<file path="src/hw/owm_params.svh">
// Timing constants, register offsets and field layout for the single-wire host controller
`ifndef OWM_PARAMS_SVH
`define OWM_PARAMS_SVH

`define CLK_MHZ 125
`define NS_PER_US 1000
`define CLK_PERIOD_NS 8
// Slot timing in microseconds, then cycles
`define SLOT_US 80
`define SLOT_CYC ((`SLOT_US * `NS_PER_US) / `CLK_PERIOD_NS)
`define WRITE_START_US 6
`define WRITE_START_CYC ((`WRITE_START_US * `NS_PER_US + `CLK_PERIOD_NS - 1) / `CLK_PERIOD_NS)
`define READ_START_US 2
`define READ_START_CYC ((`READ_START_US * `NS_PER_US + `CLK_PERIOD_NS - 1) / `CLK_PERIOD_NS)
// Sampled after the latest device drive and before its shortest hold ends
`define READ_SAMPLE_US 15
`define READ_SAMPLE_CYC ((`READ_SAMPLE_US * `NS_PER_US) / `CLK_PERIOD_NS)
`define WRITE_HOLD_US 70
`define WRITE_HOLD_CYC ((`WRITE_HOLD_US * `NS_PER_US + `CLK_PERIOD_NS - 1) / `CLK_PERIOD_NS)
`define RECOVERY_US 5
`define RECOVERY_CYC ((`RECOVERY_US * `NS_PER_US + `CLK_PERIOD_NS - 1) / `CLK_PERIOD_NS)
`define RESET_LOW_US 500
`define RESET_LOW_CYC ((`RESET_LOW_US * `NS_PER_US + `CLK_PERIOD_NS - 1) / `CLK_PERIOD_NS)
`define PRESENCE_WAIT_US 480
`define PRESENCE_WAIT_CYC ((`PRESENCE_WAIT_US * `NS_PER_US) / `CLK_PERIOD_NS)
`define PRESENCE_WINDOW_US 75
`define PRESENCE_WINDOW_CYC ((`PRESENCE_WINDOW_US * `NS_PER_US) / `CLK_PERIOD_NS)

// Wishbone register offsets (byte addresses)
`define REG_CTRL 8'h00
`define REG_TXDATA 8'h04
`define REG_RXDATA 8'h08
`define REG_STATUS 8'h0c
`define REG_CRC 8'h10

// Control word fields
`define CTRL_CMD_LSB 0
`define CTRL_CMD_MSB 1
`define CTRL_GO 2
`define CTRL_CRC_CLR 3

// Status word fields
`define ST_BUSY 0
`define ST_PRESENCE 1
`define ST_DONE 2

// Device status memory map
`define DEV_WP_OFFSET 8'h00
`define DEV_REDIR0_OFFSET 8'h01
`define DEV_REDIR3_OFFSET 8'h04
`define DEV_RSVD_A_OFFSET 8'h05
`define DEV_RSVD_B_OFFSET 8'h06
`define DEV_ZERO_OFFSET 8'h07
`define PAGE_BYTES 32
`define REDIR_VALID 8'hff
`define CRC_POLY 8'h8c

`endif

</file>
<file path="src/hw/owm_pkg.sv">
// Types shared by the single-wire host controller
package owm_pkg;
  typedef enum logic [1:0] {
    CMD_RESET = 2'b00,
    CMD_WRITE = 2'b01,
    CMD_READ = 2'b10,
    CMD_NONE = 2'b11
  } cmd_t;

  typedef enum logic [2:0] {
    ST_IDLE = 3'b000,
    ST_RST_LOW = 3'b001,
    ST_RST_WAIT = 3'b010,
    ST_SLOT_LOW = 3'b011,
    ST_SLOT_HOLD = 3'b100,
    ST_RECOVER = 3'b101
  } link_state_t;
endpackage

</file>
<file path="src/hw/owm_crc8.sv">
// Bit-serial CRC-8 with polynomial x^8 + x^5 + x^4 + 1, fed LSB first
`timescale 1ns/1ns
`include "owm_params.svh"
module owm_crc8 (
  // Clock and reset
  input wire logic clk_in,
  input wire logic rst_in,
  // Bit stream
  input wire logic clear_in,
  input wire logic bit_valid_in,
  input wire logic bit_in,
  // Result
  output logic [7:0] crc_out
);
  logic fb;

  assign fb = crc_out[0] ^ bit_in;

  always_ff @(posedge clk_in) begin
    if (rst_in || clear_in) begin
      crc_out <= 8'h00;
    end else if (bit_valid_in) begin
      crc_out <= (crc_out >> 1) ^ (fb ? `CRC_POLY : 8'h00);
    end
  end
endmodule

</file>
<file path="src/hw/owm_host.sv">
// Single-wire host controller: bit slots, reset and presence, under Wishbone control
//
// How it works
// - each slot spans 80 us from its falling edge, inside 60 to 120 us.
// - write slot starts with 6 us low; bit level is set by then.
// - written level holds to 70 us, ending before slot end for recovery.
// - read slot starts with 2 us low, then the line is released.
// - host leaves the line high at least 10 us between slots, covering memory commands.
// - software reads redirection FFh as page data valid.
// - other values mark the page invalid; replacement is the complement.
// - host resets the device with at least 480 us low.
// - link CRCs use polynomial x^8 + x^5 + x^4 + 1.
// - bytes travel least significant bit first.
`timescale 1ns/1ns
`include "owm_params.svh"
module owm_host (
  // Clock and reset
  input wire logic SYS_CLK_IN,
  input wire logic RST_IN,
  // Wishbone slave
  input wire logic WB_CYC_IN,
  input wire logic WB_STB_IN,
  input wire logic WB_WE_IN,
  input wire logic [7:0] WB_ADR_IN,
  input wire logic [3:0] WB_SEL_IN,
  input wire logic [31:0] WB_DAT_IN,
  output logic [31:0] WB_DAT_OUT,
  output logic WB_ACK_OUT,
  // Open-drain data line
  input wire logic DQ_IN,
  output logic DQ_OUT,
  output logic DQ_OE_OUT,
  // Helpers for software: redirection decode of the last RX byte
  output logic REDIR_VALID_OUT,
  output logic [7:0] REDIR_TARGET_OUT
);
  owm_pkg::link_state_t state;
  owm_pkg::cmd_t cmd;
  logic [16:0] timer;
  logic [2:0] bit_idx;
  logic [7:0] tx_byte;
  logic [7:0] rx_byte;
  logic presence;
  logic done;
  logic dq_meta;
  logic dq_sync;
  logic wb_req;
  logic go;
  logic crc_clr;
  logic slot_bit;
  logic drive_low;
  logic sample_now;
  logic [7:0] crc_val;
  logic [31:0] next_rdata;

  assign wb_req = WB_CYC_IN && WB_STB_IN && !WB_ACK_OUT;
  assign go = wb_req && WB_WE_IN && (WB_ADR_IN == `REG_CTRL) && WB_SEL_IN[0]
              && WB_DAT_IN[`CTRL_GO] && (state == owm_pkg::ST_IDLE);
  assign crc_clr = wb_req && WB_WE_IN && (WB_ADR_IN == `REG_CTRL) && WB_SEL_IN[0]
                   && WB_DAT_IN[`CTRL_CRC_CLR];
  assign slot_bit = tx_byte[bit_idx];
  assign sample_now = (state == owm_pkg::ST_SLOT_HOLD) && (cmd == owm_pkg::CMD_READ)
                      && (timer == 17'(`READ_SAMPLE_CYC));

  // Two flops before any logic sees the pin
  always_ff @(posedge SYS_CLK_IN) begin
    if (RST_IN) begin
      dq_meta <= 1'b1;
      dq_sync <= 1'b1;
    end else begin
      dq_meta <= DQ_IN;
      dq_sync <= dq_meta;
    end
  end

  // Wishbone acknowledge: one cycle after the strobe, dropped the cycle after
  always_ff @(posedge SYS_CLK_IN) begin
    if (RST_IN) begin
      WB_ACK_OUT <= 1'b0;
    end else begin
      WB_ACK_OUT <= wb_req;
    end
  end

  always_comb begin
    next_rdata = 32'h0000_0000;
    unique case (WB_ADR_IN)
      `REG_CTRL: next_rdata = {30'h0000_0000, cmd};
      `REG_TXDATA: next_rdata = {24'h00_0000, tx_byte};
      `REG_RXDATA: next_rdata = {24'h00_0000, rx_byte};
      `REG_STATUS: next_rdata = {29'h0000_0000, done, presence, state != owm_pkg::ST_IDLE};
      `REG_CRC: next_rdata = {24'h00_0000, crc_val};
      default: next_rdata = 32'h0000_0000;
    endcase
  end

  always_ff @(posedge SYS_CLK_IN) begin
    if (RST_IN) begin
      WB_DAT_OUT <= 32'h0000_0000;
    end else if (wb_req && !WB_WE_IN) begin
      WB_DAT_OUT <= next_rdata;
    end
  end

  // Command and transmit byte; rejected while a slot is running
  always_ff @(posedge SYS_CLK_IN) begin
    if (RST_IN) begin
      cmd <= owm_pkg::CMD_NONE;
      tx_byte <= 8'h00;
    end else begin
      if (go) begin
        cmd <= owm_pkg::cmd_t'(WB_DAT_IN[`CTRL_CMD_MSB:`CTRL_CMD_LSB]);
      end
      if (wb_req && WB_WE_IN && (WB_ADR_IN == `REG_TXDATA) && WB_SEL_IN[0]
          && (state == owm_pkg::ST_IDLE)) begin
        tx_byte <= WB_DAT_IN[7:0];
      end
    end
  end

  // Link sequencer
  always_ff @(posedge SYS_CLK_IN) begin
    if (RST_IN) begin
      state <= owm_pkg::ST_IDLE;
      timer <= 17'h0_0000;
      bit_idx <= 3'h0;
    end else begin
      timer <= timer + 17'h0_0001;
      unique case (state)
        owm_pkg::ST_IDLE: begin
          timer <= 17'h0_0000;
          bit_idx <= 3'h0;
          if (go) begin
            if (owm_pkg::cmd_t'(WB_DAT_IN[`CTRL_CMD_MSB:`CTRL_CMD_LSB]) == owm_pkg::CMD_RESET) begin
              state <= owm_pkg::ST_RST_LOW;
            end else if (owm_pkg::cmd_t'(WB_DAT_IN[`CTRL_CMD_MSB:`CTRL_CMD_LSB])
                         != owm_pkg::CMD_NONE) begin
              state <= owm_pkg::ST_SLOT_LOW;
            end
          end
        end
        owm_pkg::ST_RST_LOW: begin
          if (timer == 17'(`RESET_LOW_CYC - 1)) begin
            state <= owm_pkg::ST_RST_WAIT;
            timer <= 17'h0_0000;
          end
        end
        owm_pkg::ST_RST_WAIT: begin
          // Long enough to cover the latest presence pulse end
          if (timer == 17'(`PRESENCE_WAIT_CYC - 1)) begin
            state <= owm_pkg::ST_IDLE;
          end
        end
        owm_pkg::ST_SLOT_LOW: begin
          if ((cmd == owm_pkg::CMD_WRITE && timer == 17'(`WRITE_START_CYC - 1)) ||
              (cmd == owm_pkg::CMD_READ && timer == 17'(`READ_START_CYC - 1))) begin
            state <= owm_pkg::ST_SLOT_HOLD;
          end
        end
        owm_pkg::ST_SLOT_HOLD: begin
          if (timer == 17'(`WRITE_HOLD_CYC - 1)) begin
            state <= owm_pkg::ST_RECOVER;
          end
        end
        owm_pkg::ST_RECOVER: begin
          // Slot length includes recovery, so the next edge lands at 80 us
          if (timer == 17'(`SLOT_CYC - 1)) begin
            timer <= 17'h0_0000;
            bit_idx <= bit_idx + 3'h1;
            state <= (bit_idx == 3'h7) ? owm_pkg::ST_IDLE : owm_pkg::ST_SLOT_LOW;
          end
        end
        default: state <= owm_pkg::ST_IDLE;
      endcase
    end
  end

  // Presence is seen if the line is low at the single sample 75 us after reset release
  always_ff @(posedge SYS_CLK_IN) begin
    if (RST_IN) begin
      presence <= 1'b0;
    end else if (state == owm_pkg::ST_RST_LOW) begin
      presence <= 1'b0;
    end else if (state == owm_pkg::ST_RST_WAIT && timer == 17'(`PRESENCE_WINDOW_CYC)) begin
      presence <= !dq_sync;
    end
  end

  // Receive byte, LSB first
  always_ff @(posedge SYS_CLK_IN) begin
    if (RST_IN) begin
      rx_byte <= 8'h00;
    end else if (sample_now) begin
      rx_byte <= {dq_sync, rx_byte[7:1]};
    end
  end

  // Done is sticky until a GO write clears it, including one with CMD_NONE that starts nothing
  always_ff @(posedge SYS_CLK_IN) begin
    if (RST_IN) begin
      done <= 1'b0;
    end else if (state != owm_pkg::ST_IDLE && (
                 (state == owm_pkg::ST_RST_WAIT && timer == 17'(`PRESENCE_WAIT_CYC - 1)) ||
                 (state == owm_pkg::ST_RECOVER && timer == 17'(`SLOT_CYC - 1)
                  && bit_idx == 3'h7))) begin
      done <= 1'b1;
    end else if (go) begin
      done <= 1'b0;
    end
  end

  // Drive low at slot start; during a write hold, low only for a zero bit
  always_comb begin
    drive_low = 1'b0;
    unique case (state)
      owm_pkg::ST_RST_LOW: drive_low = 1'b1;
      owm_pkg::ST_SLOT_LOW: drive_low = 1'b1;
      owm_pkg::ST_SLOT_HOLD: drive_low = (cmd == owm_pkg::CMD_WRITE) && !slot_bit;
      default: drive_low = 1'b0;
    endcase
  end

  always_ff @(posedge SYS_CLK_IN) begin
    if (RST_IN) begin
      DQ_OE_OUT <= 1'b0;
      DQ_OUT <= 1'b1;
    end else begin
      DQ_OE_OUT <= drive_low;
      DQ_OUT <= 1'b0;
    end
  end

  // Running CRC over every bit moved on the link
  owm_crc8 crc_unit (
    .clk_in(SYS_CLK_IN),
    .rst_in(RST_IN),
    .clear_in(crc_clr),
    .bit_valid_in(sample_now || (state == owm_pkg::ST_RECOVER && cmd == owm_pkg::CMD_WRITE
                  && timer == 17'(`SLOT_CYC - 1))),
    .bit_in(cmd == owm_pkg::CMD_READ ? dq_sync : slot_bit),
    .crc_out(crc_val)
  );

  // Software aid: FFh means valid, else target page is the complement
  always_ff @(posedge SYS_CLK_IN) begin
    if (RST_IN) begin
      REDIR_VALID_OUT <= 1'b1;
      REDIR_TARGET_OUT <= 8'h00;
    end else begin
      REDIR_VALID_OUT <= (rx_byte == `REDIR_VALID);
      REDIR_TARGET_OUT <= ~rx_byte;
    end
  end
endmodule

</file>
<file path="config.mk">
export PLATFORM = sky130hd
export DESIGN_NAME = owm_host
export DESIGN_NICKNAME = d
export VERILOG_FILES = /design/src/hw/owm_pkg.sv /design/src/hw/owm_crc8.sv /design/src/hw/owm_host.sv
export VERILOG_INCLUDE_DIRS = /design/src /design/src/hw
export SDC_FILE = /design/constraint.sdc
export NUM_CORES = 1
export LEC_CHECK = 0
export CAP_MARGIN = 20
export CORE_AREA = 5 5 164 87
export DETAILED_ROUTE_END_ITERATION = 12
export DIE_AREA = 0 0 169 92
export DONT_BUFFER_PORTS = 1
export HOLD_SLACK_MARGIN = 0.08
export PLACE_DENSITY = 0.41
export SYNTH_ARGS = -nofsm -noshare
export SYNTH_HDL_FRONTEND = slang
export SYNTH_HIERARCHICAL = 1
export SYNTH_SLANG_ARGS = --single-unit
</file>
<file path="constraint.sdc">
create_clock -name SYS_CLK_IN -period 7.45 [get_ports SYS_CLK_IN]
set_clock_uncertainty 0.1 [all_clocks]
set_input_delay 1.1175 -clock SYS_CLK_IN [delete_from_list [all_inputs] [get_ports SYS_CLK_IN]]
set_output_delay 1.1175 -clock SYS_CLK_IN [all_outputs]
set_load 0.02 [all_outputs]
</file>
==> Word-level counts from Yosys, hierarchy flattened <==
Index checks and enable logic that the tools add are counted.
{ "word_totals": {"register_bits": 97, "inputBits": 50} }
{ "op_classes": {"add_sub_neg": 2, "n_lt_le_gt_ge": 1, "eq_ne": 29, "n_mux": 24, "n_bitwise": 3, "reduce_logical": 42} }
{ "op_table": {"columns": ["cell", "n"], "rows": [
  ["equality test 17 x 14 -> 1 bit (second input constant)", 3],
  ["one-hot mux 17 bit (3 select lines)", 1],
  ["one-hot mux 8 bit (5 select lines)", 1],
  ["equality test 17 x 16 -> 1 bit (second input constant)", 2],
  ["2-to-1 mux 17 bit", 2],
  ["2-to-1 mux 3 bit", 9],
  ["logical AND 1 bit", 24],
  ["one-hot mux 3 bit (6 select lines)", 1],
  ["adder 17 x 1 -> 17 bit (second input constant)", 1],
  ["equality test 17 x 10 -> 1 bit (second input constant)", 1],
  ["equality test 17 x 11 -> 1 bit (second input constant)", 1],
  ["equality test 17 x 8 -> 1 bit (second input constant)", 1],
  ["equality test 8 x 4 -> 1 bit (second input constant)", 2],
  ["inequality test 2 bit (second input constant)", 6],
  ["equality test 3 bit (second input constant)", 3],
  ["equality test 8 x 3 -> 1 bit (second input constant)", 1],
  ["equality test 8 x 5 -> 1 bit (second input constant)", 1],
  ["equality test 8 bit (second input constant)", 1],
  ["logical NOT 8 bit", 1],
  ["2-to-1 mux 8 bit", 1],
  ["inverter 8 bit", 1],
  ["XOR 7 x 8 -> 8 bit", 1],
  ["AND reduction 7 bit", 1],
  ["equality test 3 x 2 -> 1 bit (second input constant)", 2],
  ["21 further kinds", 33]
]} }

==> Depth between registers and ports, before layout <==
Gate-level depths: netlist of run 1.
{ "logic_depth": {"word_depth": 9, "depth_mapped": 10} }

==> Cells and area by module <==
The synthesis of run 1 kept the hierarchy.
{ "by_module_without_submodules": {"columns": ["mod", "instances", "cells_each", "area_each_um2", "seq_area_each_um2"], "rows": [
  ["owm_host", 1, 387, 3364.5, 1301.2],
  ["owm_crc8", 1, 34, 345.3, 160.2]
]} }

==> Worst setup path after synthesis of run 1 <==
OpenSTA, ideal clock, no wires.
{ "synth_path": {"kind": "in2reg", "start": "input WB_ADR_IN[1]", "end": "register tx_byte[0]", "setup_time_ns": 0.128, "t_arrival_ns": 2.507, "required_ns": 7.222, "path_slack_ns": 4.716, "path_stages": 5, "n_path_buf": 0, "cell_sequence": "or3_1 > nor4_4 > nand4_2 > mux2i_1 > nor2_1"} }
{ "synth_between": {"elab_chain_cells": 4} }
{ "synth_lines": {"columns": ["element", "line_no", "rtl"], "rows": [
  ["start, declared", "owm_host.sv:24", "input wire logic [7:0] WB_ADR_IN,"],
  ["equality test 8 x 3 -> 1 bit", null, null],
  ["logical AND 1 bit (3 in series)", "owm_host.sv:114", "if (wb_req && WB_WE_IN && (WB_ADR_IN == `REG_TXDATA) && WB_SEL_IN[0]"],
  ["end signal, assigned", "owm_host.sv:116", "tx_byte <= WB_DAT_IN[7:0];"],
  ["end, declared", "owm_host.sv:41", "logic [7:0] tx_byte;"]
]} }
Every way passes these cells.
A chain may end at the register's enable or synchronous reset.

==> Worst setup path in the final report of run 1 <==
{ "layout_path": {"start": "register timer[13]", "end": "register crc_unit.crc_out[5]"} }
{ "layout_between": {"elab_chain_cells": 3, "word_cells_on_any_way": 5, "cone_classes": "eq/ne: 2; reduce/logical: 3"} }
{ "layout_lines": {"columns": ["element", "line_no", "rtl"], "rows": [
  ["start, declared", "owm_host.sv:39", "logic [16:0] timer;"],
  ["start signal, assigned", "owm_host.sv:128", "timer <= timer + 17'h0_0001;"],
  ["equality test 17 x 11 -> 1 bit / equality test 17 x 14 -> 1 bit (equally long branches)", "owm_host.sv:63, owm_host.sv:239", null],
  ["logical AND 1 bit, on equally long branches", "owm_host.sv:62, owm_host.sv:238", null],
  ["logical OR 1 bit (*)", "owm_host.sv:238", ".bit_valid_in(sample_now || (state == owm_pkg::ST_RECOVER && cmd == owm_pkg::CMD_WRITE"],
  ["end signal, assigned", "owm_crc8.sv:23", "crc_out <= (crc_out >> 1) ^ (fb ? `CRC_POLY : 8'h00);"],
  ["end, declared", "owm_crc8.sv:13", "output logic [7:0] crc_out"]
]} }
Mark *: on every way between the ends. The rest lies on a longest branch, timed or not.

==> results of run 1 <==
-- layout by cell type, fill, tap and decap left out, drive strengths merged, types with 15 or more instances in the layout --
| master | instances |
|---|---|
| nor2 | 70 |
| dfxtp | 73 |
| nand3 | 16 |
| nand4 | 16 |
| conb | 24 |
| o21ai | 15 |
| mux2i | 25 |
| nand2 | 25 |
-- layout make-up --
type                            instances  area, µm²
Clock buffer                            9        225
Clock inverter                          7       68.8
Fill cell                            1336       8490
Inverter                                7       26.3
Multi-Input combinational cell        318       2030
Sequential cell                        73       1460
Tap cell                              170        213
Timing Repair Buffer                    1       7.51
-- worst paths after layout --
check	endpoint	cells past startpoint	from	slack [ps]
max	crc_unit/crc_out[5]	8	timer[13]	4610
min	dq_sync	1	dq_meta	310
max reg2reg	crc_unit/crc_out[5]	8	timer[13]	4610
min reg2reg	dq_sync	1	dq_meta	310
-- where the power goes --
part | total, W | switching [W] | internal (W)
Combinational | 0.0000229 | 0.0000185 | 0.00000443
Clock | 0.000429 | 0.000171 | 0.000258
Sequential | 0.000401 | 0.00000656 | 0.000395
-- state kept, by name, indices dropped and copies added (netlist names), 2 cells and up --
| signal | flops |
|---|---|
| timer | 17 |
| REDIR_TARGET_OUT | 8 |
| WB_DAT_OUT | 8 |
| crc_unit/crc_out | 8 |
| rx_byte | 8 |
| tx_byte | 8 |
| bit_idx | 3 |
| state | 3 |
| cmd | 2 |
-- routing by layer --
metal,vias up,global-route usage
met1,1352,0.174
met2,70,0.189
met3,2,0.0421
met5,-,0
met4,0,0.0281
li1,1437,-
-- through the flow --
step           total power [W]   util  instances  hold slack [ps]  cell area (µm²)
2_1_floorplan         0.000443      -        444              289             3800
5_1_grt               0.000889  0.322        585              326             4030
3_3_place_gp          0.000433  0.298        568              293             3730
6_report              0.000853  0.322        585              307             4030
4_1_cts               0.000866  0.322        585              312             4030
3_5_place_dp          0.000433  0.299        569              298             3740
-- logic make-up (layout without fill, tap and decap cells) --
logic type                 count (synthesis)  count (layout)  share of synthesized area
adders and majority gates                  4               4                     0.0135
xor gates and xnor gates                  17              17                     0.0401
AOI/OAI and AO/OA                         59              59                      0.114
muxes                                     30              30                     0.0887
and+or+nand+nor                          184             184                      0.267
buffers and inverters                     53              24                     0.0823
other                                      1              24                    0.00101
DFF                                       73              73                      0.394
==> flow_metrics.py, run 1 <==
metrics = {
    "status": {
        "status": "completed",
    },
    "run": {
        "drv_cap": 0,
    },
    "setup_path": {
        "path_class": "register to register",
        "critPathTopFamily": "simple AND/OR/NAND/NOR gates",
        "arrival_ps": 2960,
        "worstPathMaxFanout": 12,
        "end_kind": "register",
        "crit_slowest_cell": "or4b_4",
        "slowest_delay_ps": 520,
        "cp.required_ps": 7570,
        "start_kind": "register",
        "critPathBufInv": 1,
        "path_cells": "or4b_4, nor4_4, and2_0, nand2_1, o21ai_1, buf_4, mux2i_1, nor2_1",
    },
    "cts": {
        "cts_tree": "yes",
        "cts_max_level": 3,
        "cts_resized": 0,
        "cts_hold_buf": 0,
        "clkTransAtPathRegs_ps": 60,
        "clock_sinks": 73,
        "root_buffer": "clkbuf_16",
        "clock_latency_ps": 330,
        "cts_made_buffers": 9,
        "post-cts-setup-buffers": 0,
        "cts_buffer_depth": 2,
    },
    "die": {
        "core_mm2": 0.0125,
        "die_x_um": 169,
        "num_rows": 29,
        "start_util": 0.296,
        "die-area_mm2": 0.0155,
        "io_pins": 94,
        "die_h_um": 92,
    },
    "logic_synthesis": {
        "synthCells": 421,
        "synth_seq_cells": 73,
        "synth_area_leaders": "dfxtp_1 (39%), nor2_1 (7.0%), mux2i_1 (6.7%), buf_4 (4.9%), nand2_1 (2.5%)",
        "yosysWarnings": 6,
        "synthDominantCellAreaShare": 0.394,
        "yosysTopAreaCell": "dfxtp_1",
        "synth_edf_count": 0,
        "async_flop_share": 0,
        "synth_cell_types": 64,
        "synth_area_mm2": 0.00371,
        "postSynthAreaPerCell_um2": 8.81,
        "synthFlopType": "dfxtp_1",
        "synth_seq_area_share": 0.394,
        "synth_commonest_cells": "dfxtp_1 (73), nor2_1 (69), mux2i_1 (25), nand2_1 (25), buf_4 (24)",
        "post-synth-top-count-cell": "dfxtp_1",
    },
    "timing": {
        "max_slew_margin": 0.451,
        "min_period_ps": 2840,
        "period_share": 0.382,
        "rsz0062_at_grt": "false",
        "tightestPinTransition_ps": 817,
        "hold_viol": 0,
        "slew_violations": 0,
        "fin_setup_tns_ps": 0,
        "fin_ws_ps": 4610,
        "max_freq_ghz": 0.352,
        "setup_violations": 0,
    },
    "route": {
        "wl_met2_mm": 4.18,
        "wl_met1_mm": 4.80,
        "vias": 2861,
        "via_per_inst": 4.89,
        "drc": 0,
        "met3_length_um": 538,
        "wire_per_inst_um": 16.3,
        "antenna_left": 0,
        "first_iter_violations": 140,
        "drt-pass1-iter-count": 4,
        "routed.top_layer": "met4",
        "routed_wl_mm": 9.53,
    },
    "grt": {
        "grt.overflow.total": 0,
        "grt_max_degree": 43,
        "antenna_found_initial": 0,
        "grt_pass1_wl_mm": 15.6,
        "first_global_vias": 2718,
        "track_usage": 0.125,
    },
    "place": {
        "port_buffers": 0,
        "place_hpwl_mm": 7.09,
        "place_congestion": 0.785,
        "place_ws_ps": 4340,
    },
    "power": {
        "ir_drop_mv": 0.0850,
        "p_per_area_mw_per_mm2": 212,
        "power.leakage_nw": 1.50,
    },
    "cells_and_area": {
        "drive_gt1_frac": 0.0940,
        "antennaDiodeCount": 0,
        "area_delta_synth_final_pct": 8.67,
        "nets": 464,
    },
    "worst_hold_path": {
        "hp-class": "register to register",
    },
}
No activity file was read; power rests on OpenSTA's default activity.
==> run 2: changes to the inputs <==
--- a/config.mk
+++ b/config.mk
@@ -12,7 +12,7 @@
 export DIE_AREA = 0 0 169 92
 export DONT_BUFFER_PORTS = 1
 export HOLD_SLACK_MARGIN = 0.08
-export PLACE_DENSITY = 0.41
+export PLACE_DENSITY = 0.43
 export SYNTH_ARGS = -nofsm -noshare
 export SYNTH_HDL_FRONTEND = slang
 export SYNTH_HIERARCHICAL = 1
==> constraint.sdc (replaced) <==
create_clock -name SYS_CLK_IN -period 2.4 [get_ports SYS_CLK_IN]
set_clock_uncertainty 0.1 [all_clocks]
set_input_delay 0.36 -clock SYS_CLK_IN [delete_from_list [all_inputs] [get_ports SYS_CLK_IN]]
set_output_delay 0.36 -clock SYS_CLK_IN [all_outputs]
set_load 0.02 [all_outputs]
==> flow_metrics.py, run 2 (synthesis results as in run 1) <==
metrics = {
    "worst_hold_path": {
        "holdPathStages": 2,
        "worstHoldStart": "WB_WE_IN",
        "holdPathEnd": "WB_DAT_OUT[2]",
        "hp-class": "input pin to register",
    },
    "cts": {
        "clock_latency_ps": 340,
        "cts_tree": "yes",
        "cts_made_buffers": 9,
        "root_buffer": "clkbuf_16",
        "cts_buffer_depth": 2,
        "clock_sinks": 73,
        "cts_max_level": 3,
        "clkTransAtPathRegs_ps": 60,
    },
    "route": {
        "first_iter_violations": 117,
        "drt-pass1-iter-count": 4,
        "wire_per_inst_um": 15.9,
        "via_per_inst": 4.86,
        "vias": 3024,
        "drc": 0,
        "antenna_left": 0,
        "routed_wl_mm": 9.91,
    },
    "setup_path": {
        "path_cells": "buf_4, or4_1, nor4b_4, nand4_1, o21ai_4, buf_12, mux2i_1, nor2_1",
        "path_class": "register to register",
        "slowest_delay_ps": 570,
        "cp.required_ps": 2520,
        "critPathTopFamily": "simple AND/OR/NAND/NOR gates",
        "r2r-end": "crc_unit/crc_out[5]",
        "end_kind": "register",
        "crit_start": "timer[12]",
        "crit_slowest_cell": "or4_1",
        "reg2reg_slack_ps": 140,
        "r2r_start": "timer[12]",
        "critPathBufInv": 2,
        "arrival_ps": 2380,
        "reg2reg_depth": 8,
        "worstPathMaxFanout": 13,
        "start_kind": "register",
    },
    "run": {
        "drv_cap": 0,
    },
    "grt": {
        "track_usage": 0.132,
        "grt.overflow.total": 0,
        "antenna_found_initial": 0,
        "first_global_vias": 2931,
        "use_met1": 0.173,
        "grt_max_degree": 38,
        "grt_util_met2": 0.209,
        "grtUsageMet3": 0.0430,
        "top_usage_layer": "met2",
        "grt_pass1_wl_mm": 16.0,
    },
    "power": {
        "total_power_w": 0.00269,
        "power.leakage_nw": 1.71,
        "ir_drop_mv": 0.269,
        "p_per_area_mw_per_mm2": 611,
    },
    "cells_and_area": {
        "multi_input_area_mm2": 0.00206,
        "mostFrequentLayoutCell": "dfxtp_1",
        "largest_reg_flops": 17,
        "area_delta_synth_final_pct": 18.8,
        "num-fill-cells": 1320,
        "nets": 501,
        "finish.instance_area_mm2": 0.00441,
        "drive_gt1_frac": 0.150,
        "layout_common_cells": "dfxtp_1 (73), nor2_1 (69), buf_4 (26), nand2_1 (25), mux2i_1 (25)",
        "regMostFlops": "timer",
        "antennaDiodeCount": 0,
        "seq_area_mm2": 0.00146,
    },
    "timing": {
        "max_freq_ghz": 0.442,
        "period_share": 0.942,
        "hold_viol": 0,
        "setup_violations": 0,
        "min_period_ps": 2260,
        "slew_violations": 0,
        "fin_ws_ps": 139,
    },
    "place": {
        "place_ws_ps": 23.7,
        "port_buffers": 0,
        "place_congestion": 0.802,
        "place_hpwl_mm": 7.34,
        "placed_cell_area_mm2": 0.00396,
    },
    "die": {
        "core_mm2": 0.0125,
        "die-area_mm2": 0.0155,
        "die_h_um": 92,
        "io_pins": 94,
        "start_util": 0.296,
        "num_rows": 29,
        "die_x_um": 169,
    },
    "status": {
        "status": "completed",
    },
}
-- run 2: cell type report --
type | instances | area share
Multi-Input combinational cell | 318 | 0.468
Sequential cell | 73 | 0.332
Timing Repair Buffer | 38 | 0.0784
Clock buffer | 12 | 0.0559
Tap cell | 170 | 0.0483
Clock inverter | 4 | 0.0116
Inverter | 7 | 0.00596
-- run 2: worst max path at each step --
stage	to	slack, ps	depth (start not counted)
finish	crc_unit/crc_out[5]	140	8
global route	crc_unit/crc_out[4]	-8	8
CTS	crc_unit/crc_out[5]	20	7
detailed placement	crc_unit/crc_out[5]	20	7
global placement	crc_unit/crc_out[4]	20	7
floorplan	crc_unit/crc_out[0]	20	10
-- run 2: metal layers --
| metal | wire length, µm | part of all wire |
|---|---|---|
| met1 | 4810 | 0.49 |
| met2 | 4480 | 0.45 |
| met3 | 487 | 0.049 |
| met4 | 127 | 0.013 |
| met5 | 0 | 0 |
-- run 2: report_power, final --
part / internal, W / total (W) / switching (W)
logic: 0.0000296 / 0.000100 / 0.0000707
registers: 0.00123 / 0.00125 / 0.0000205
clock network: 0.000835 / 0.00135 / 0.000512
-- run 2: what timing repair did --
item,4_1_cts,5_1_grt
resized for setup,0,3
setup buffers,0,1
setup endpoints to repair,0,8
endpoints found under the hold margin,39,0
hold buffers,10,0
-- run 2: metrics by stage --
step                       util  setup TNS (ps)  hold WS (ps)  instances
after CTS                 0.349               0           123        621
final                     0.352               0           141        622
after global placement    0.316               0           291        595
after global routing      0.352           -8.58           127        622
after floorplan               -               0           288        444
after detailed placement  0.316               0           293        595
==> run 3: changes to the inputs <==
--- a/config.mk
+++ b/config.mk
@@ -7,9 +7,9 @@
 export NUM_CORES = 1
 export LEC_CHECK = 0
 export CAP_MARGIN = 20
-export CORE_AREA = 5 5 164 87
+export CORE_AREA = 2 2 161 84
 export DETAILED_ROUTE_END_ITERATION = 12
-export DIE_AREA = 0 0 169 92
+export DIE_AREA = 0 0 163 86
 export DONT_BUFFER_PORTS = 1
 export HOLD_SLACK_MARGIN = 0.08
 export PLACE_DENSITY = 0.43
==> flow_metrics.py, run 3 (synthesis results as in run 1) <==
metrics = {
    "status": {
        "status": "completed",
    },
    "cts": {
        "cts_max_level": 3,
        "root_buffer": "clkbuf_16",
        "clock_sinks": 73,
        "cts_tree": "yes",
        "cts_buffer_depth": 2,
        "cts_made_buffers": 9,
        "clock_latency_ps": 330,
        "clkTransAtPathRegs_ps": 60,
    },
    "timing": {
        "max_freq_ghz": 0.435,
        "min_period_ps": 2300,
        "slew_violations": 0,
        "rsz0062_at_grt": "true",
        "period_share": 0.958,
        "fin_setup_tns_ps": 0,
        "fin_ws_ps": 102,
        "hold_viol": 0,
        "setup_violations": 0,
    },
    "grt": {
        "track_usage": 0.145,
        "first_global_vias": 2869,
        "antenna_found_initial": 0,
        "grt.overflow.total": 0,
        "grt_pass1_wl_mm": 15.7,
        "grt_max_degree": 38,
    },
    "setup_path": {
        "arrival_ps": 2420,
        "reg2reg_depth": 8,
        "worstPathMaxFanout": 12,
        "cp.required_ps": 2520,
        "start_kind": "register",
        "path_cells": "buf_4, or4_1, nor4b_4, nand4_1, o21ai_4, buf_12, mux2i_1, nor2_1",
        "path_class": "register to register",
        "end_kind": "register",
        "slowest_delay_ps": 580,
        "crit_slowest_cell": "or4_1",
        "critPathTopFamily": "simple AND/OR/NAND/NOR gates",
        "cp.depth": 8,
        "critPathBufInv": 2,
    },
    "worst_hold_path": {
        "hp-class": "input pin to register",
        "holdPathStages": 2,
    },
    "die": {
        "start_util": 0.296,
        "die_x_um": 163,
        "io_pins": 94,
        "num_rows": 29,
        "die_h_um": 86,
        "core_mm2": 0.0125,
        "die-area_mm2": 0.0140,
    },
    "power": {
        "p_per_area_mw_per_mm2": 615,
        "ir_drop_mv": 0.272,
        "power.leakage_nw": 1.71,
        "total_power_w": 0.00271,
    },
    "cells_and_area": {
        "layout_common_cells": "dfxtp_1 (73), nor2_1 (69), buf_4 (27), nand2_1 (25), mux2i_1 (25)",
        "area_delta_synth_final_pct": 18.9,
        "num-fill-cells": 1324,
        "finish.instance_area_mm2": 0.00441,
        "drive_gt1_frac": 0.157,
        "nets": 501,
        "regMostFlops": "timer",
        "largest_reg_flops": 17,
        "finalNonFillerCells": 622,
        "mostFrequentLayoutCell": "dfxtp_1",
        "antennaDiodeCount": 0,
    },
    "place": {
        "port_buffers": 0,
        "place_congestion": 0.803,
        "place_hpwl_mm": 7.11,
        "placed_cell_area_mm2": 0.00396,
        "dp_cells": 595,
        "place_ws_ps": 22.7,
    },
    "route": {
        "vias": 3031,
        "first_iter_violations": 103,
        "wire_per_inst_um": 15.5,
        "via_per_inst": 4.87,
        "drc": 0,
        "drt-pass1-iter-count": 6,
        "antenna_left": 0,
        "routed_wl_mm": 9.67,
    },
    "run": {
        "drv_cap": 0,
    },
}
==> run 3: layout make-up <==
class | count | area [µm²] | area share
Multi-Input combinational cell | 318 | 2060 | 0.468
Sequential cell | 73 | 1460 | 0.331
Timing Repair Buffer | 38 | 343 | 0.0777
Clock buffer | 10 | 239 | 0.0542
Tap cell | 170 | 213 | 0.0482
Clock inverter | 6 | 65.1 | 0.0148
Inverter | 7 | 26.3 | 0.00596
==> run 3: power breakdown <==
part	internal, W	total (W)	switching, W
Combinational	0.0000281	0.0000985	0.0000704
Clock	0.000835	0.00137	0.000532
Sequential	0.00123	0.00125	0.0000203
==> run 3: path summary, 6_finish.rpt <==
path	slack (ps)	from	endpoint
setup / recovery	100	timer[12]	crc_unit/crc_out[6]
hold / removal	90	WB_DAT_IN[7]	tx_byte[7]
setup reg to reg	100	timer[12]	crc_unit/crc_out[6]
hold reg to reg	310	dq_meta	dq_sync
==> run 3: per-layer routing <==
layer | global-route usage | vias to the layer above | part of all wire
li1 | - | 1511 | -
met1 | 0.193 | 1440 | 0.50
met2 | 0.231 | 72 | 0.45
met3 | 0.0450 | 8 | 0.045
met4 | 0.0338 | 0 | 0.0069
met5 | 0 | - | 0
==> run 3: timing repair <==
item	4_1_cts	5_1_grt
gates resized for setup	0	3
endpoints found under the hold margin	39	0
setup endpoints to repair	0	8
hold buffers	9	0
setup buffers	0	2
==> run 3: worst register-to-register path, delay by kind of cell (launching register included) <==
kind            cells  cell delay [ps]
compound gates      1              110
flops               1              310
simple gates        4             1150
buf+inv             2              300
mux                 1              210
==> run 3: through the flow <==
| step | hold WS (ps) | utilization |
|---|---|---|
| 4_1_cts | 83.2 | 0.348 |
| 2_1_floorplan | 288 | - |
| 6_report | 93.6 | 0.352 |
| 3_3_place_gp | 291 | 0.316 |
| 3_5_place_dp | 292 | 0.316 |
| 5_1_grt | 99.5 | 0.352 |
